--- src/core/ilpc_cfg.svh ---
// constants for the interrupt and low power controller
// assumes a core clock of 40 MHz and an 8-bit data space write port
//
// Overview of operation
// - three carry/zero flag copies: normal, interrupt, nmi; chosen automatically
// - on entry: switch flag set, push pc, clear first latch, load vector
// - during a maskable routine block maskable lines, still accept nmi
// - return restores previous flag set and pops the saved pc
// - option register write-only at 0C8h, ignores single-bit set/clear
// - option register clears to 00h on any reset
// - bit 6 one makes source 1 level sensitive, zero edge sensitive
// - bit 5 selects which edge of source 2 raises a request
// - bit 4 one enables all; zero disables maskable, nmi still serviced
// - with bit 4 zero nmi is serviced but never wakes from wait/stop
// - timer underflow and converter end, each gated, go to vector 4
// - reload timer overflow, compare, edge, each gated, go to vector 3
// - serial end and port c to vector 2; ports a and b to vector 1
// - wait halts instructions at once, oscillator and peripherals keep running
// - interrupt wake from wait resumes with no stabilisation delay
// - pin or watchdog reset during wait performs the normal reset sequence
// - stop permitted only while watchdog is inactive
// - stop halts oscillator and instructions; exits only on nmi, a vector 1 or vector 2 request (serial end included) or reset
// - interrupt exit from stop inserts an oscillator stabilisation delay
// - polarity bit one means rising edges on source 2, zero falling
// - lines sampled at instruction end; a request replaces the next instruction
// - an active watchdog turns a stop instruction into a wait
// - wait or stop not entered while an enabled request is pending
`ifndef ILPC_CFG_SVH
`define ILPC_CFG_SVH
`define ILPC_OPT_ADDR 8'hC8
`define ILPC_OPT_RESET 8'h00
`define ILPC_BIT_LVL 6
`define ILPC_BIT_POL 5
`define ILPC_BIT_GIE 4
`define ILPC_OPT_MASK 8'h70
`define ILPC_CLK_MHZ 40
`define ILPC_STAB_US 2048
`define ILPC_VEC_NMI 12'hFFC
`define ILPC_VEC_1 12'hFF6
`define ILPC_VEC_2 12'hFF4
`define ILPC_VEC_3 12'hFF2
`define ILPC_VEC_4 12'hFF0
`endif

--- src/core/ilpc_pkg.sv ---
// types for the interrupt and low power controller
// assumes ilpc_cfg.svh is available on the include path
package ilpc_pkg;
  typedef enum logic [3:0] {
    ILPC_RUN = 4'b0001,
    ILPC_WAIT = 4'b0010,
    ILPC_STOP = 4'b0100,
    ILPC_STAB = 4'b1000
  } ilpc_pwr_type;
  typedef enum logic [2:0] {
    ILPC_MODE_NORM = 3'b001,
    ILPC_MODE_INT = 3'b010,
    ILPC_MODE_NMI = 3'b100
  } ilpc_mode_type;
endpackage

--- src/core/ilpc_sync.sv ---
// two flip-flop synchroniser for pin inputs
// assumes inputs asynchronous to the core clock
`timescale 1ns/1ps
module ilpc_sync #(
  parameter int WIDTH = 1
) (
  input wire logic clk,
  input wire logic rst,
  input wire logic [WIDTH-1:0] d,
  output logic [WIDTH-1:0] q
);
  logic [WIDTH-1:0] meta_r;
  initial begin
    if (WIDTH < 1) $error("width must be positive");
  end
  always_ff @(posedge clk) begin
    if (rst) begin
      meta_r <= '0;
      q <= '0;
    end else begin
      meta_r <= d;
      q <= meta_r;
    end
  end
endmodule

--- src/core/ilpc_top.sv ---
// interrupt sequencing, flag banks, option register and wait/stop control
// assumes the core strobes instruction end, return, wait and stop on CORE_CLK
`timescale 1ns/1ps
`include "ilpc_cfg.svh"
module ilpc_top
  import ilpc_pkg::*;
#(
  parameter int STACK_DEPTH = 6,
  parameter int PORT_W = 8,
  parameter int STAB_CYCLES = `ILPC_STAB_US * `ILPC_CLK_MHZ
) (
  // clock and reset
  input wire logic CORE_CLK,
  input wire logic RST,
  // data space write port
  input wire logic WR_EN,
  input wire logic WR_BIT_OP,
  input wire logic [7:0] WR_ADDR,
  input wire logic [7:0] WR_DATA,
  // core sequencing
  input wire logic INSTR_END,
  input wire logic RETURN_FROM_INTERRUPT,
  input wire logic WAIT_INSTR,
  input wire logic STOP_INSTR,
  input wire logic [11:0] PC_IN,
  output logic [11:0] PC_LOAD_VALUE,
  output logic PC_LOAD,
  output logic CORE_HALT,
  output logic OSC_STOP,
  // flags
  input wire logic FLAG_WR,
  input wire logic CARRY_IN,
  input wire logic ZERO_IN,
  output logic CARRY_OUT,
  output logic ZERO_OUT,
  output logic [2:0] CORE_MODE,
  // watchdog
  input wire logic WATCHDOG_ACTIVE,
  // external pins
  input wire logic NMI_N,
  input wire logic SRC1_PIN_N,
  input wire logic SRC2_PIN,
  input wire logic [PORT_W-1:0] PORT_A_IRQ,
  input wire logic [PORT_W-1:0] PORT_B_IRQ,
  input wire logic [PORT_W-1:0] PORT_C_IRQ,
  // peripheral events
  input wire logic TIMER_UNDERFLOW_FLAG,
  input wire logic TIMER_IRQ_ENABLE,
  input wire logic ADC_EOC_FLAG,
  input wire logic CONVERTER_IRQ_ENABLE,
  input wire logic RELOAD_TIMER_OVERFLOW_FLAG,
  input wire logic RELOAD_TIMER_OVERFLOW_ENABLE,
  input wire logic RELOAD_TIMER_COMPARE_FLAG,
  input wire logic RELOAD_TIMER_COMPARE_ENABLE,
  input wire logic RELOAD_TIMER_EDGE_FLAG,
  input wire logic RELOAD_TIMER_EDGE_ENABLE,
  input wire logic SERIAL_DONE_FLAG,
  input wire logic SERIAL_IRQ_ENABLE
);
  // ************************************
  // checks and synchronisers
  // ************************************
  localparam int PTR_W = $clog2(STACK_DEPTH + 1);
  initial begin
    if (STACK_DEPTH < 2) $error("stack depth too small");
    if (STAB_CYCLES < 1) $error("stabilisation count must be positive");
  end
  logic [2:0] pin_s;
  logic [3*PORT_W-1:0] port_s;
  ilpc_sync #(.WIDTH(3)) u_pin_sync (
    .clk(CORE_CLK),
    .rst(RST),
    .d({NMI_N, SRC1_PIN_N, SRC2_PIN}),
    .q(pin_s)
  );
  ilpc_sync #(.WIDTH(3 * PORT_W)) u_port_sync (
    .clk(CORE_CLK),
    .rst(RST),
    .d({PORT_C_IRQ, PORT_B_IRQ, PORT_A_IRQ}),
    .q(port_s)
  );
  logic nmi_n_s, src1_n_s, src2_s;
  assign nmi_n_s = pin_s[2];
  assign src1_n_s = pin_s[1];
  assign src2_s = pin_s[0];
  // ************************************
  // option register
  // ************************************
  logic [7:0] opt_r;
  logic opt_wr;
  assign opt_wr = WR_EN && !WR_BIT_OP && (WR_ADDR == `ILPC_OPT_ADDR);
  always_ff @(posedge CORE_CLK) begin
    if (RST) begin
      opt_r <= `ILPC_OPT_RESET;
    end else if (opt_wr) begin
      opt_r <= WR_DATA & `ILPC_OPT_MASK;
    end
  end
  logic level_edge_select, edge_polarity_select, global_interrupt_enable;
  assign level_edge_select = opt_r[`ILPC_BIT_LVL];
  assign edge_polarity_select = opt_r[`ILPC_BIT_POL];
  assign global_interrupt_enable = opt_r[`ILPC_BIT_GIE];
  // ************************************
  // request latches
  // ************************************
  logic nmi_d_r, src1_d_r, src2_d_r;
  logic nmi_lat_r, src1_lat_r, src2_lat_r;
  logic nmi_edge, src1_edge, src2_edge;
  logic take_nmi, take_1, take_2;
  always_ff @(posedge CORE_CLK) begin
    if (RST) begin
      nmi_d_r <= 1'b0;
      src1_d_r <= 1'b0;
      src2_d_r <= 1'b0;
    end else begin
      nmi_d_r <= nmi_n_s;
      src1_d_r <= src1_n_s;
      src2_d_r <= src2_s;
    end
  end
  assign nmi_edge = nmi_d_r && !nmi_n_s;
  assign src1_edge = src1_d_r && !src1_n_s;
  assign src2_edge = edge_polarity_select ? (!src2_d_r && src2_s) : (src2_d_r && !src2_s);
  // set wins over the clear by entry
  always_ff @(posedge CORE_CLK) begin
    if (RST) begin
      nmi_lat_r <= 1'b0;
    end else if (nmi_edge) begin
      nmi_lat_r <= 1'b1;
    end else if (take_nmi) begin
      nmi_lat_r <= 1'b0;
    end
  end
  always_ff @(posedge CORE_CLK) begin
    if (RST) begin
      src1_lat_r <= 1'b0;
      src2_lat_r <= 1'b0;
    end else begin
      if (src1_edge && !level_edge_select) begin
        src1_lat_r <= 1'b1;
      end else if (take_1 || level_edge_select) begin
        src1_lat_r <= 1'b0;
      end
      if (src2_edge) begin
        src2_lat_r <= 1'b1;
      end else if (take_2) begin
        src2_lat_r <= 1'b0;
      end
    end
  end
  // ************************************
  // source mapping
  // ************************************
  logic req1, req2, req3, req4, mask_req;
  assign req1 = (level_edge_select ? !src1_n_s : src1_lat_r) || (|port_s[2*PORT_W-1:0]);
  assign req2 = src2_lat_r || (|port_s[3*PORT_W-1:2*PORT_W]) || (SERIAL_DONE_FLAG && SERIAL_IRQ_ENABLE);
  assign req3 = (RELOAD_TIMER_OVERFLOW_FLAG && RELOAD_TIMER_OVERFLOW_ENABLE)
    || (RELOAD_TIMER_COMPARE_FLAG && RELOAD_TIMER_COMPARE_ENABLE)
    || (RELOAD_TIMER_EDGE_FLAG && RELOAD_TIMER_EDGE_ENABLE);
  assign req4 = (TIMER_UNDERFLOW_FLAG && TIMER_IRQ_ENABLE) || (ADC_EOC_FLAG && CONVERTER_IRQ_ENABLE);
  assign mask_req = global_interrupt_enable && (req1 || req2 || req3 || req4);
  // ************************************
  // mode, flag banks and stack
  // ************************************
  ilpc_mode_type mode_r;
  ilpc_pwr_type pwr_r;
  logic [2:0] bank_c_r, bank_z_r;
  logic prev_int_r;
  logic [11:0] stack_r [STACK_DEPTH];
  logic [PTR_W-1:0] sp_r;
  logic sample, entry, mask_ok, do_ret;
  logic [11:0] vec;
  assign sample = INSTR_END && (pwr_r == ILPC_RUN);
  assign mask_ok = (mode_r == ILPC_MODE_NORM) && mask_req;
  assign take_nmi = sample && (nmi_lat_r && mode_r != ILPC_MODE_NMI);
  assign take_1 = sample && !take_nmi && mask_ok && req1;
  assign take_2 = sample && !take_nmi && mask_ok && !req1 && req2;
  assign entry = take_nmi || (sample && mask_ok);
  assign do_ret = RETURN_FROM_INTERRUPT && (pwr_r == ILPC_RUN) && mode_r != ILPC_MODE_NORM;
  always_comb begin
    vec = `ILPC_VEC_4;
    if (take_nmi) vec = `ILPC_VEC_NMI;
    else if (req1) vec = `ILPC_VEC_1;
    else if (req2) vec = `ILPC_VEC_2;
    else if (req3) vec = `ILPC_VEC_3;
  end
  always_ff @(posedge CORE_CLK) begin
    if (RST) begin
      mode_r <= ILPC_MODE_NORM;
      prev_int_r <= 1'b0;
    end else if (entry) begin
      prev_int_r <= (mode_r == ILPC_MODE_INT);
      mode_r <= take_nmi ? ILPC_MODE_NMI : ILPC_MODE_INT;
    end else if (do_ret) begin
      if (mode_r == ILPC_MODE_NMI && prev_int_r) mode_r <= ILPC_MODE_INT;
      else mode_r <= ILPC_MODE_NORM;
      prev_int_r <= 1'b0;
    end
  end
  always_ff @(posedge CORE_CLK) begin
    if (RST) begin
      bank_c_r <= 3'h0;
      bank_z_r <= 3'h0;
    end else if (FLAG_WR) begin
      for (int i = 0; i < 3; i++) begin
        if (mode_r[i]) begin
          bank_c_r[i] <= CARRY_IN;
          bank_z_r[i] <= ZERO_IN;
        end
      end
    end
  end
  assign CARRY_OUT = |(bank_c_r & mode_r);
  assign ZERO_OUT = |(bank_z_r & mode_r);
  assign CORE_MODE = mode_r;
  always_ff @(posedge CORE_CLK) begin
    if (RST) begin
      sp_r <= '0;
      PC_LOAD <= 1'b0;
      PC_LOAD_VALUE <= 12'h000;
    end else begin
      PC_LOAD <= entry || do_ret;
      if (entry) begin
        for (int i = STACK_DEPTH - 1; i > 0; i--) stack_r[i] <= stack_r[i-1];
        stack_r[0] <= PC_IN;
        if (sp_r < PTR_W'(STACK_DEPTH)) sp_r <= sp_r + 1'b1;
        PC_LOAD_VALUE <= vec;
      end else if (do_ret) begin
        for (int i = 0; i < STACK_DEPTH - 1; i++) stack_r[i] <= stack_r[i+1];
        if (sp_r != '0) sp_r <= sp_r - 1'b1;
        PC_LOAD_VALUE <= stack_r[0];
      end
    end
  end
  // ************************************
  // wait and stop
  // ************************************
  logic wake_wait, wake_stop, want_stop, want_lp;
  localparam int STAB_W = $clog2(STAB_CYCLES + 1);
  logic [STAB_W-1:0] stab_r;
  assign want_lp = (WAIT_INSTR || STOP_INSTR) && (pwr_r == ILPC_RUN) && !mask_req && !nmi_lat_r;
  assign want_stop = STOP_INSTR && !WATCHDOG_ACTIVE;
  assign wake_wait = global_interrupt_enable && (mask_req || nmi_lat_r);
  assign wake_stop = global_interrupt_enable && (nmi_lat_r || req1 || req2);
  always_ff @(posedge CORE_CLK) begin
    if (RST) begin
      pwr_r <= ILPC_RUN;
      stab_r <= '0;
    end else begin
      case (pwr_r)
        ILPC_RUN: begin
          if (want_lp) pwr_r <= want_stop ? ILPC_STOP : ILPC_WAIT;
        end
        ILPC_WAIT: begin
          if (wake_wait) pwr_r <= ILPC_RUN;
        end
        ILPC_STOP: begin
          if (wake_stop) begin
            pwr_r <= ILPC_STAB;
            stab_r <= '0;
          end
        end
        ILPC_STAB: begin
          if (stab_r == STAB_W'(STAB_CYCLES - 1)) pwr_r <= ILPC_RUN;
          else stab_r <= stab_r + 1'b1;
        end
        default: pwr_r <= ILPC_RUN;
      endcase
    end
  end
  assign CORE_HALT = (pwr_r != ILPC_RUN) || (want_lp);
  assign OSC_STOP = (pwr_r == ILPC_STOP);
  // ************************************
  // assertions
  // ************************************
  property p_opt_reset;
    @(posedge CORE_CLK) RST |=> opt_r == `ILPC_OPT_RESET;
  endproperty
  a_opt_reset: assert property (p_opt_reset) else $error("option not cleared by reset");
  property p_bitop_ignored;
    @(posedge CORE_CLK) disable iff (RST) (WR_EN && WR_BIT_OP) |=> $stable(opt_r);
  endproperty
  a_bitop_ignored: assert property (p_bitop_ignored) else $error("bit operation changed option");
  property p_unused_zero;
    @(posedge CORE_CLK) disable iff (RST) (opt_r & ~`ILPC_OPT_MASK) == 8'h00;
  endproperty
  a_unused_zero: assert property (p_unused_zero) else $error("unused option bit set");
  property p_entry_vec;
    @(posedge CORE_CLK) disable iff (RST) take_nmi |=> PC_LOAD && PC_LOAD_VALUE == `ILPC_VEC_NMI && stack_r[0] == $past(PC_IN);
  endproperty
  a_entry_vec: assert property (p_entry_vec) else $error("nmi entry wrong");
  property p_mask_block;
    @(posedge CORE_CLK) disable iff (RST) (mode_r != ILPC_MODE_NORM) |-> !(take_1 || take_2);
  endproperty
  a_mask_block: assert property (p_mask_block) else $error("nested maskable entry");
  property p_enable_off;
    @(posedge CORE_CLK) disable iff (RST) (!global_interrupt_enable && pwr_r == ILPC_WAIT) |=> pwr_r != ILPC_RUN;
  endproperty
  a_enable_off: assert property (p_enable_off) else $error("woke with global enable low");
  property p_wd_no_stop;
    @(posedge CORE_CLK) disable iff (RST) (pwr_r == ILPC_RUN && WATCHDOG_ACTIVE) |=> pwr_r != ILPC_STOP;
  endproperty
  a_wd_no_stop: assert property (p_wd_no_stop) else $error("stop with watchdog active");
  property p_wait_fast;
    @(posedge CORE_CLK) disable iff (RST) (pwr_r == ILPC_WAIT && wake_wait) |=> pwr_r == ILPC_RUN;
  endproperty
  a_wait_fast: assert property (p_wait_fast) else $error("wait wake delayed");
  property p_stop_stab;
    @(posedge CORE_CLK) disable iff (RST) (pwr_r == ILPC_STOP && wake_stop) |=> pwr_r == ILPC_STAB && CORE_HALT;
  endproperty
  a_stop_stab: assert property (p_stop_stab) else $error("stop wake skipped delay");
  property p_no_lp_pending;
    @(posedge CORE_CLK) disable iff (RST) (pwr_r == ILPC_RUN && mask_req) |=> pwr_r == ILPC_RUN;
  endproperty
  a_no_lp_pending: assert property (p_no_lp_pending) else $error("low power with request pending");
endmodule

--- config.mk ---
export PLATFORM = sky130hd
export DESIGN_NAME = ilpc_top
export DESIGN_NICKNAME = d
export VERILOG_FILES = /design/src/core/ilpc_pkg.sv /design/src/core/ilpc_sync.sv /design/src/core/ilpc_top.sv
export VERILOG_INCLUDE_DIRS = /design/src /design/src/core
export SDC_FILE = /design/constraint.sdc
export NUM_CORES = 1
export LEC_CHECK = 0
export ABC_AREA = 1
export BUFFER_PORTS_ARGS = -buffer_cell sky130_fd_sc_hd__buf_2
export CAP_MARGIN = 25
export CORE_ASPECT_RATIO = 1.75
export CORE_UTILIZATION = 40
export DETAILED_ROUTE_END_ITERATION = 6
export GPL_ROUTABILITY_DRIVEN = 0
export PLACE_DENSITY = 0.58
export SYNTH_ARGS = -nofsm -noshare
export SYNTH_HDL_FRONTEND = slang
export SYNTH_HIERARCHICAL = 1
export SYNTH_SLANG_ARGS = --single-unit
--- constraint.sdc ---
create_clock -name CORE_CLK -period 3.8 [get_ports CORE_CLK]
set_input_delay 0.76 -clock CORE_CLK [delete_from_list [all_inputs] [get_ports CORE_CLK]]
set_output_delay 0.76 -clock CORE_CLK [all_outputs]
set_load 0.05 [all_outputs]
# == After elaboration in Yosys (flattened, before gate mapping) ==
# Memories as Yosys holds them, arrays and structs flattened.
# Cells that the tools add are included.
# word_totals
word_cells,165
mem_count,1
ram_bits,72
ff_bits,107
inputBits,79
out_inout_bits,20
# mem_list
memory,words,width,rd,rd_clocked_by_memory_dff,write_ports,line_no,text
stack_r,6,12,6,0,6,ilpc_top.sv:169,logic [11:0] stack_r [STACK_DEPTH];
# op_classes
reduce_logical,75
n_mux,41
n_bitwise,7
addsub,1
eq_ne,17
# ops
op,n
$mux 12,7
$mux 17,2
$pmux 17 s2,1
$logic_and 1x1->1,33
$mux 4,5
$mux 3,6
$add 17x1->17 const B,1
$eq 17x17->1 const B,1
$logic_or 1x1->1,17
$mux 1,17
$pmux 4 s4,1
$reduce_or 16->1,1
$logic_not 1->1,11
$reduce_bool 2->1,5
$eq 8x8->1 const B,1
$ne 2x2->1 const B,4
$reduce_or 8->1,1
$and 3x3->3,2
$reduce_and 2->1,3
$reduce_or 3->1,2
$or 1x1->1,5
$eq 4x1->1 const B,1
$eq 4x2->1 const B,1
$eq 4x3->1 const B,1
other kinds (11),12

# == Logic depth before layout (Yosys ltp) ==
# Gate-level depths: netlist of run 1.
# logic_depth
ltp_word,14
mapped_depth,15
mapped_depth_nobuf,14

# == Modules after synthesis ==
# Netlist of run 1, hierarchy kept.
# by_module_without_submodules
module,area_each_um2,cells_each,instances
ilpc_top,5776.8,686,1
ilpc_sync at u_port_sync,1365.1,149,1
ilpc_sync at u_pin_sync,165.2,18,1

# == Least setup slack after synthesis of run 1 ==
# Ideal clock, no wire load.
# synth_timing
path_type,register -> register
start,register mode_r[2] (netlist: CORE_MODE[2])
end,memory stack_r[0][0] (enable)
slack_ns,0.658
path_stages_with_launch,8
t_arrival_ns,2.727
n_path_buf,1
setup_ns,0.415
cell_sequence,dfxtp_1 clkbuf_1 nor3_1 inv_1 nand3_1 nand3_1 nand2_1 inv_1
# synth_lines
item,line_no,text
"start, declared",ilpc_top.sv:165,ilpc_mode_type mode_r;
"start signal, assigned",ilpc_top.sv:193,mode_r <= take_nmi ? ILPC_MODE_NMI : ILPC_MODE_INT;
"end, declared",ilpc_top.sv:169,

# == Worst setup path in the final report of run 1 ==
# layout_timing
start,input port SERIAL_DONE_FLAG
end,output port CORE_HALT
# layout_between
elab_chain_cells,10
# layout_lines
item,line_no,text
"start, declared",ilpc_top.sv:57,"input wire logic SERIAL_DONE_FLAG,"
$logic_and 1x1->1,ilpc_top.sv:156,assign req2 = src2_lat_r || (|port_s[3*PORT_W-1:2*PORT_W]) || (SERIAL_DONE_FLAG && SERIAL_IRQ_ENABLE);
$logic_or 1x1->1,ilpc_top.sv:156,
$logic_or 1x1->1 (3 in series),ilpc_top.sv:161,assign mask_req = global_interrupt_enable && (req1 || req2 || req3 || req4);
$logic_and 1x1->1,ilpc_top.sv:161,
$logic_not 1->1,ilpc_top.sv:241,assign want_lp = (WAIT_INSTR || STOP_INSTR) && (pwr_r == ILPC_RUN) && !mask_req && !nmi_lat_r;
$logic_and 1x1->1 (2 in series),ilpc_top.sv:241,
$logic_or 1x1->1,ilpc_top.sv:271,assign CORE_HALT = (pwr_r != ILPC_RUN) || (want_lp);
"end, declared",ilpc_top.sv:28,"output logic CORE_HALT,"
# No other way between the ends.

==> results.md, run 1 <==
* Status: finished clean
* Library cells used by synthesis at 37
* Final ANT Viol Nets at 0
* Most frequent cells after synthesis: 215 x nand2_1, 121 x nor2_1, 107 x dfxtp_1
* Leakage at 3.755 nW
* Crit-path max cell delay at 280 ps
* Post-synth EDFFs at 72
* WL met1 at 6499 um
* Port Buf Inserts at 93
* Starting Density at 40.65%
* Sequential element share of the synthesized area at 58.90%
* Post-cts repair resize count at 0
* Layout area overhead at 16.90%
* Post-synth top area cell: edfxtp_1
* Fin crit share at 72.92%
* Largest net degree at the start of global routing at 78
* DRC viols at 0
* RSZ-0062 raised after global routing: false
* Placed inst area at 7936 um^2
* Final hold violations at 0
* Post-Layout Inst Area at 8542 um^2
* Top cell type's share of synthesized area at 29.59%
* Pwr/cell area at 507.2 nW/um^2
* Die W at 104.2 um
* Die Area at 18830 um^2
* Fmax at 0.3609 GHz
* DRT Pass-1 Iters at 5
* HPWL after DPL at 10050 um
* Hold buffers post-CTS at 0
* Relative slew slack at 43.35%
* Syn Nets at 933
* Max IR drop VDD at 0.2500 mV
* Initial antenna violation count at 0
* Worst path cell trace: buf_2, nand2_1, nand4_1, nor2_1, nand3_2, nand2_2, nand3_1, nand2_1, buf_2
* Setup Fix Bufs, Post-CTS at 0
* Critical path class: in2out
* Worst-Margin Slew at 837.9 ps
* First-pass GRT wire length at 25520 um
* Worst Skew at 12.44 ps
* Die height at 180.8 um
* Most common cell in the synthesized netlist: nand2_1
* Layout cells sized above 1 at 15.95%
* Worst skew pair latency at 430 ps
* Clock sinks at 179
* Clk root buf: clkbuf_16
* Startpoint type of the worst setup path: primary input
* Wire per inst at 12.96 um
* Ys flop type: dfxtp_1
* I/O pin cnt at 99
* Vias at 5558
* Top post-synthesis cells by area: edfxtp_1 30%, dfxtp_1 29%, nand2_1 11%
* Met2 wire len at 8172 um
* Post-synthesis cell area at 7307 um^2
* Sum Neg Setup Slack at 0 ps
* H-tree lvl count at 4
* Clock transition at the registers of the reported paths at 60 ps
* Slew Limit Fails at 0
* Worst EP arrival at 2010 ps
* Yosys reg bits at 179
* Hold/Removal Path Class: reg2reg
* Crit path capture type: output pin
* Number of global-route vias before repair at 5399
* Fin Hold WS at 398.0 ps
* Top Metal Used: met4
* CTS buffer count at 17
* GRT Util Overall at 17.16%
* Row Count at 65
* Metal3 WL at 523 um
* DR iter-0 viols at 234
* GRT Residual Overflow at 0
* Drt total wl at 15380 um
* Final nets at 1020
* Avg Cell Area, Syn at 8.566 um^2
* DR vias/cell at 4.682
* TritonCTS clock tree: built
* CP max FO at 4
* Critical Path RT at 3040 ps
* Mapped Cells at 853
* Ant. Diodes at 0
* Yosys warns at 6
* Slowest cell on the critical path: nor2_1
* Core Box Area at 17970 um^2
* Max_cap viols at 0
* Final setup violation count at 0
* CTS Buffer Depth at 2
* Async SR Flop Fraction at 0%
* Minimum clock period at 2771 ps
-- placed cells by master (no fill, tap or decap), types with 8 or more instances in the layout --
cell type / count
nand2_1: 215
nor2_1: 121
dfxtp_1: 107
inv_1: 94
buf_2: 93
nand3_1: 90
edfxtp_1: 72
a21oi_1: 27
nor3_1: 24
clkbuf_16: 17
o21ai_0: 16
nand4_1: 9
buf_4: 8
-- routing by layer --
layer	track usage (%)	vias up
met1	19.77	2542
met3	2.958	10
met4	7.371	0
met2	30.96	109
met5	0	-
li1	-	2897
-- cell type report --
class,count,area (um^2)
well taps,234,292.8
multi-input cells,538,2395
inverters,101,379.1
repair buffers,103,565.5
clock inverters,13,172.7
flip-flops and latches,179,4304
fillers,1794,9432
clock buffers,19,432.9
-- worst max-delay path: cells and delay by family --
kind | cells | cell delay, ps
buffers and inverters | 2 | 380
AND/OR/NAND/NOR | 7 | 880
-- path summary, 6_finish.rpt --
| check | from | endpoint | depth (start not counted) | slack [ps] |
|---|---|---|---|---|
| max | SERIAL_DONE_FLAG | CORE_HALT | 9 | 1030 |
| min | u_port_sync/meta_r[3]$_SDFF_PP0_ | u_port_sync/q[3]$_SDFF_PP0_ | 2 | 400 |
| max reg2reg | u_port_sync/q[11]$_SDFF_PP0_ | stack_r[0][3]$_DFFE_PP_ | 14 | 1250 |
| min reg2reg | u_port_sync/meta_r[3]$_SDFF_PP0_ | u_port_sync/q[3]$_SDFF_PP0_ | 2 | 400 |
-- power breakdown --
group | switching, mW | total [mW] | internal [mW]
Clock | 0.758 | 1.80 | 1.05
Sequential | 0.0369 | 2.11 | 2.07
Combinational | 0.288 | 0.418 | 0.130
Total | 1.08 | 4.33 | 3.25
-- state kept, by name (all words and copies together), names as in the netlist --
signal	cells
stab_r	17
u_port_sync/meta_r	24
src2_lat_r	1
u_port_sync/q	24
bank_c_r	3
PC_LOAD	1
src1_d_r	1
prev_int_r	1
nmi_lat_r	1
src2_d_r	1
opt_r	3
bank_z_r	3
pwr_r	4
u_pin_sync/q	3
u_pin_sync/meta_r	3
PC_LOAD_VALUE	12
nmi_d_r	1
stack_r	72
CORE_MODE	3
src1_lat_r	1
-- cells by family after synthesis --
family | count (synthesis) | share of synthesized area [%]
buffers and inverters | 136 | 8.322
adders and majority gates | 1 | 0.1712
xor gates and xnor gates | 6 | 0.7192
AOI/OAI and AO/OA | 51 | 3.750
DFF | 179 | 58.90
and+or+nand+nor | 480 | 28.13
-- through the flow --
step	setup WS, ps	power [mW]	instances	util, %
after floorplan	658.2	2.451	853	-
after detailed placement	691.0	2.577	1155	44.16
after global routing	856.0	4.515	1187	47.53
after CTS	991.8	4.384	1187	47.53
final	1029	4.333	1187	47.53
after global placement	669.3	2.572	1155	44.16
(Power assumes the default switching activity.)
==> inputs of run 2 (changes only) <==
==> constraint.sdc (replaced) <==
create_clock -name CORE_CLK -period 2.6 [get_ports CORE_CLK]
set_input_delay 0.52 -clock CORE_CLK [delete_from_list [all_inputs] [get_ports CORE_CLK]]
set_output_delay 0.52 -clock CORE_CLK [all_outputs]
set_load 0.05 [all_outputs]
==> run 2 against run 1 <==
Effect of this change: wire length is 2.7% lower; non-clock buffer count is 4 higher; first-iteration DRC count is 1.3% lower; via count is 1.0% higher; critical path depth is 1 higher; clock power is 44% higher; flip-flop and latch count stayed put; sequential share of layout area is 0.17 points lower; hold slack worse by 99 ps; global-route usage is 0.52 points lower; setup slack worse by 910 ps; power is 45% higher.
==> results.md, run 2 (synthesis gave the netlist of run 1 again) <==
* Status: finished clean
* Largest net degree at the start of global routing at 86 (+10%)
* Row Count at 65 (unchanged)
* Final hold violations at 0 (unchanged)
* Number of global-route vias before repair at 5299 (-1.9%)
* Relative slew slack at 42.89% (-0.46 points)
* Clk root buf: clkbuf_16
* GRT Residual Overflow at 0 (unchanged)
* Sum Neg Setup Slack at 0 ps (unchanged)
* Placed inst area at 7965 um^2 (+0.36%)
* RSZ-0062 raised after global routing: false
* Die Area at 18830 um^2 (unchanged)
* Max reg flops at 72 (unchanged)
* GRT Util Overall at 16.64% (-0.52 points)
* DR iter-0 viols at 231 (-1.3%)
* Critical Path RT at 2080 ps (-960 ps)
* First-pass GRT wire length at 24870 um (-2.5%)
* Crit path capture type: output pin
* Fin crit share at 95.30%
* Die W at 104.2 um (unchanged)
* Post-Layout Inst Area at 8576 um^2 (+0.40%)
* CTS buffer count at 17 (unchanged)
* Psw at 1.549 mW (+43%)
* Clock power frac at 41.3% (-0.4 points)
* Largest reg by FF count: stack_r
* Starting Density at 40.65% (unchanged)
* Hold buffers post-CTS at 0 (unchanged)
* Clock transition at the registers of the reported paths at 60 ps (about the same)
* Net Sw Frac at 24.59% (-0.39 points)
* Largest regs: stack_r: 72 flops, u_port_sync/meta_r: 24 flops, u_port_sync/q: 24 flops
* H-tree lvl count at 4 (unchanged)
* I/O pin cnt at 99 (unchanged)
* DR vias/cell at 4.715 (+0.70%)
* Wire per inst at 12.57 um (-3.0%)
* Slew Limit Fails at 0 (unchanged)
* Fmax at 0.4036 GHz
* Int Power at 4.750 mW (+46%)
* Pwr/cell area at 734.5 nW/um^2 (+45%)
* Drt total wl at 14970 um (-2.7%)
* Worst EP arrival at 1960 ps (-50 ps)
* DRT Pass-1 Iters at 4 (-1)
* Leakage at 3.774 nW (+0.50%)
* Startpoint type of the worst setup path: register
* Worst skew pair latency at 430 ps (about the same)
* Setup Fix Bufs, Post-CTS at 0 (unchanged)
* Worst Skew at 12.34 ps (-0.09210 ps)
* Worst-Margin Slew at 856.6 ps (+18.67 ps)
* HPWL after DPL at 10120 um (+0.62%)
* Reg power frac at 49.0% (+0.3 points)
* Most frequent cells in the layout: 214 x nand2_1, 120 x nor2_1, 105 x dfxtp_1
* Initial antenna violation count at 0 (unchanged)
* Max_cap viols at 0 (unchanged)
* CTS Buffer Depth at 2 (unchanged)
* Final setup violation count at 0 (unchanged)
* Final ANT Viol Nets at 0 (unchanged)
* Vias at 5616 (+1.0%)
* Comb power frac at 9.7% (about the same)
* Final nets at 1024 (+0.39%)
* Layout area overhead at 17.36%
* Most common cell after layout, fill and taps aside: nand2_1
* CP max FO at 6 (+2)
* Core Box Area at 17970 um^2 (unchanged)
* Hold/Removal Path Class: in2reg
* Post-cts repair resize count at 0 (unchanged)
* Fin Hold WS at 298.7 ps (-99.24 ps)
* Die height at 180.8 um (unchanged)
* TritonCTS clock tree: built
* Critical path class: reg2out
* Ant. Diodes at 0 (unchanged)
* Layout cells sized above 1 at 16.72% (+0.77 points)
* Port Buf Inserts at 93 (unchanged)
* Clock sinks at 179 (unchanged)
* DRC viols at 0 (unchanged)
* Minimum clock period at 2478 ps
* Max IR drop VDD at 0.4361 mV (+74%)
## run 2: cell count changes in the layout (fill, tap and decap cells not counted), moves of 2 or more
cell / delta
buf_4: +5
clkbuf_16: +3
bufinv_16: -2
clkinv_4: -2
dfxtp_1: -2
dfxtp_2: +2
## run 2: path summary, 6_finish.rpt
kind	from	endpoint	slack, ps	cells after the start
max reg2reg	u_port_sync/q[11]$_SDFF_PP0_	stack_r[0][22]$_DFFE_PP_	270	14
max	u_port_sync/q[11]$_SDFF_PP0_	CORE_HALT	120	10
min reg2reg	u_port_sync/meta_r[13]$_SDFF_PP0_	u_port_sync/q[13]$_SDFF_PP0_	400	2
min	PORT_B_IRQ[7]	u_port_sync/meta_r[15]$_SDFF_PP0_	300	3
## run 2: per-layer routing
metal | share of wire, % | GRT usage [%] | up-vias
li1 | - | - | 2901
met1 | 44 | 19.40 | 2612
met2 | 52 | 29.76 | 90
met3 | 2.9 | 3.102 | 13
met4 | 1.4 | 6.800 | 0
met5 | 0 | 0 | -
## run 2: power by group through the flow
| stage | clock, mW | sequential, mW | combinational, mW |
|---|---|---|---|
| 2_1_floorplan | 0 | 3.19 | 0.396 |
| 3_3_place_gp | 0 | 3.15 | 0.615 |
| 3_5_place_dp | 0 | 3.15 | 0.620 |
| 4_1_cts | 2.67 | 3.09 | 0.623 |
| 5_1_grt | 2.77 | 3.10 | 0.685 |
| 6_report | 2.60 | 3.09 | 0.613 |
## run 2: area by class of cell
cell class | count | area, um^2
clock buffers | 23 | 521.8
clock inverters | 9 | 88.84
fillers | 1820 | 9398
inverters | 101 | 382.9
multi-input cells | 538 | 2400
flip-flops and latches | 179 | 4307
well taps | 234 | 292.8
repair buffers | 107 | 583.1
## run 2: worst max-delay path, cell delays in order (launching register included)
cell	delay, ps
dfxtp_1	300
nor2_1	100
nand2_1	60
nor2_1	140
nand2_1	110
nor2_4	170
nand3_2	100
nand2_2	80
nand3_1	90
nand2_1	110
buf_2	270
## run 2: metrics by stage
| stage | cells | util, % | setup slack (ps) | total power [mW] |
|---|---|---|---|---|
| 2_1_floorplan | 853 | - | 9.184 | 3.585 |
| 3_3_place_gp | 1159 | 44.32 | 133.5 | 3.762 |
| 3_5_place_dp | 1159 | 44.32 | 115.0 | 3.769 |
| 4_1_cts | 1191 | 47.71 | 54.22 | 6.374 |
| 5_1_grt | 1191 | 47.71 | 0.7072 | 6.547 |
| 6_report | 1191 | 47.71 | 122.2 | 6.299 |
==> inputs of run 3 (changes only) <==
--- a/config.mk
+++ b/config.mk
@@ -14,6 +14,7 @@
 export DETAILED_ROUTE_END_ITERATION = 6
 export GPL_ROUTABILITY_DRIVEN = 0
 export PLACE_DENSITY = 0.58
+export REMOVE_ABC_BUFFERS = 1
 export SYNTH_ARGS = -nofsm -noshare
 export SYNTH_HDL_FRONTEND = slang
 export SYNTH_HIERARCHICAL = 1
==> run 3 against run 2 <==
Effect of this change: via count is 1.5% higher; clock power is 2% lower; setup slack better by 75 ps; clock skew hardly changed; die area stayed put; sequential share of layout area is 0.12 points lower; clock-buffer cell count is 5 lower; non-clock buffer count is 6 higher; largest power group unchanged; highest routed layer unchanged.
==> results.md, run 3 (synthesis gave the netlist of run 1 again) <==
* Hold/Removal Path Class: in2reg
* Final setup violation count at 0 (unchanged)
* Final hold violations at 0 (unchanged)
* Port Buf Inserts at 93 (unchanged)
* Clock sinks at 179 (unchanged)
* Met2 wire len at 7881 um (+1.6%)
* DRT Pass-1 Iters at 4 (unchanged)
* DR iter-0 viols at 230 (-0.43%)
* Fmax at 0.4161 GHz (+3.1%)
* Row Count at 65 (unchanged)
* Final Instance Count excl. Fillers at 1197 (+0.50%)
* Post-Layout Inst Area at 8591 um^2 (+0.18%)
* Max_cap viols at 0 (unchanged)
* DP Worst Slack at 204.4 ps (+89.43 ps)
* Most common cell after layout, fill and taps aside: nand2_1
* Status: finished clean
* CTS Buffer Depth at 2 (unchanged)
* Starting Density at 40.65% (unchanged)
* Most frequent cells in the layout: 215 x nand2_1, 120 x nor2_1, 107 x dfxtp_1
* Max IR drop VDD at 0.3633 mV (-17%)
* PnR worst setup slack at 196.9 ps (+74.68 ps)
* Final nets at 1030 (+0.59%)
* Fin crit share at 92.43% (-2.9 points)
* Top Metal Used: met4
* Worst EP arrival at 1880 ps (-80 ps)
* DR vias/cell at 4.763 (+1.0%)
* Sum Neg Setup Slack at 0 ps (unchanged)
* Die W at 104.2 um (unchanged)
* Crit path capture type: output pin
* Leakage at 3.802 nW (+0.74%)
* Largest net degree at the start of global routing at 79 (-8.1%)
* Minimum clock period at 2403 ps (-74.68 ps)
* Startpoint type of the worst setup path: register
* I/O pin cnt at 99 (unchanged)
* Largest regs: stack_r: 72 flops, u_port_sync/meta_r: 24 flops, u_port_sync/q: 24 flops
* Clk root buf: clkbuf_16
* WL met1 at 6739 um (+2.8%)
* Die Area at 18830 um^2 (unchanged)
* Worst skew pair latency at 430 ps (about the same)
* RSZ-0062 raised after global routing: false
* Slew Limit Fails at 0 (unchanged)
* Metal3 WL at 550 um (+26%)
* Worst Skew at 12.65 ps (+0.3079 ps)
* Ant. Diodes at 0 (unchanged)
* First-pass GRT wire length at 24930 um (+0.22%)
* Cells after DPL at 1165 (+0.52%)
* Max reg flops at 72 (unchanged)
* Core Box Area at 17970 um^2 (unchanged)
* GRT Residual Overflow at 0 (unchanged)
* Vias at 5701 (+1.5%)
* Number of global-route vias before repair at 5237 (-1.2%)
* HPWL after DPL at 10310 um (+1.9%)
* Layout area overhead at 17.57%
* GRT Util Overall at 16.90% (+0.26 points)
* TritonCTS clock tree: built
* Die height at 180.8 um (unchanged)
* Largest reg by FF count: stack_r
* Critical Path RT at 2080 ps (about the same)
* Clock transition at the registers of the reported paths at 70 ps (about the same)
* CTS buffer count at 17 (unchanged)
* Critical path class: reg2out
* DRC viols at 0 (unchanged)
* Pwr/cell area at 726.9 nW/um^2 (-1.0%)
* Wire per inst at 12.87 um (+2.5%)
* Worst-Margin Slew at 666.5 ps (-190.1 ps)
* R2R setup slack at 340 ps (+70 ps)
* Relative slew slack at 55.56% (+13 points)
* CP max FO at 6 (unchanged)
* Drt total wl at 15410 um (+3.0%)
* Initial antenna violation count at 0 (unchanged)
* H-tree lvl count at 4 (unchanged)
* Placed inst area at 7999 um^2 (+0.42%)
* Final ANT Viol Nets at 0 (unchanged)
* Layout cells sized above 1 at 17.24% (+0.52 points)
==> run 3: cell count changes in the layout (fill, tap and decap cells not counted), moves of 2 or more <==
| cell | before | now |
|---|---|---|
| clkbuf_1 | 2 | 0 |
| buf_4 | 13 | 20 |
| clkbuf_16 | 20 | 18 |
| inv_8 | 0 | 5 |
| dfxtp_1 | 105 | 107 |
| dfxtp_2 | 2 | 0 |
==> run 3: cell type report <==
type	instances	area [um^2]
inverter	101	379.1
clock buffer	18	450.4
sequential	179	4304
clock inverter	14	136.4
tap	234	292.8
fill	1807	9383
timing repair buffer	113	630.6
multi-input combinational	538	2397
==> run 3: report_power, final <==
| group | total [mW] | internal [mW] | switching [mW] |
|---|---|---|---|
| logic | 0.624 | 0.200 | 0.425 |
| clock network | 2.54 | 1.33 | 1.21 |
| registers | 3.08 | 3.03 | 0.0535 |
==> run 3: metrics by stage <==
| stage | utilization [%] | power, mW | hold WS, ps |
|---|---|---|---|
| after floorplan | - | 3.543 | 388.3 |
| after global placement | 44.50 | 3.762 | 389.4 |
| after detailed placement | 44.50 | 3.774 | 394.4 |
| after CTS | 47.77 | 6.312 | 274.0 |
| after global routing | 47.80 | 6.499 | 275.4 |
| final | 47.80 | 6.244 | 289.9 |
==> run 3: worst paths after layout <==
kind / startpoint / endpoint / cells past startpoint
setup / recovery: opt_r[6]$_SDFFE_PP0P_ / CORE_HALT / 9
hold / removal: PORT_B_IRQ[7] / u_port_sync/meta_r[15]$_SDFF_PP0_ / 3
setup reg to reg: CORE_MODE[0]$_SDFFE_PP1P_ / stack_r[0][26]$_DFFE_PP_ / 9
hold reg to reg: u_port_sync/meta_r[10]$_SDFF_PP0_ / u_port_sync/q[10]$_SDFF_PP0_ / 2
==> run 3: critical path: stages (launching register included) <==
cell and delay [ps]:
dfxtp_1 350, inv_1 60, nand2_1 80, nand4_1 140
nor2_4 210, nand3_2 110, nand2_2 90, nand3_1 90
nand2_1 120, buf_4 210
==> run 3: per-layer routing <==
metal  global-route usage [%]  vias up
met2                    30.43      116
met1                    19.43     2652
li1                         -     2915
met3                    3.788       18
met5                        0        -
met4                    6.114        0
==> run 3: repair_timing <==
item,CTS,global route
endpoints found under the hold margin,0,0
gates resized for setup,0,3
buffers inserted,0,0
endpoints found under the setup margin,0,1
hold buffers,0,0
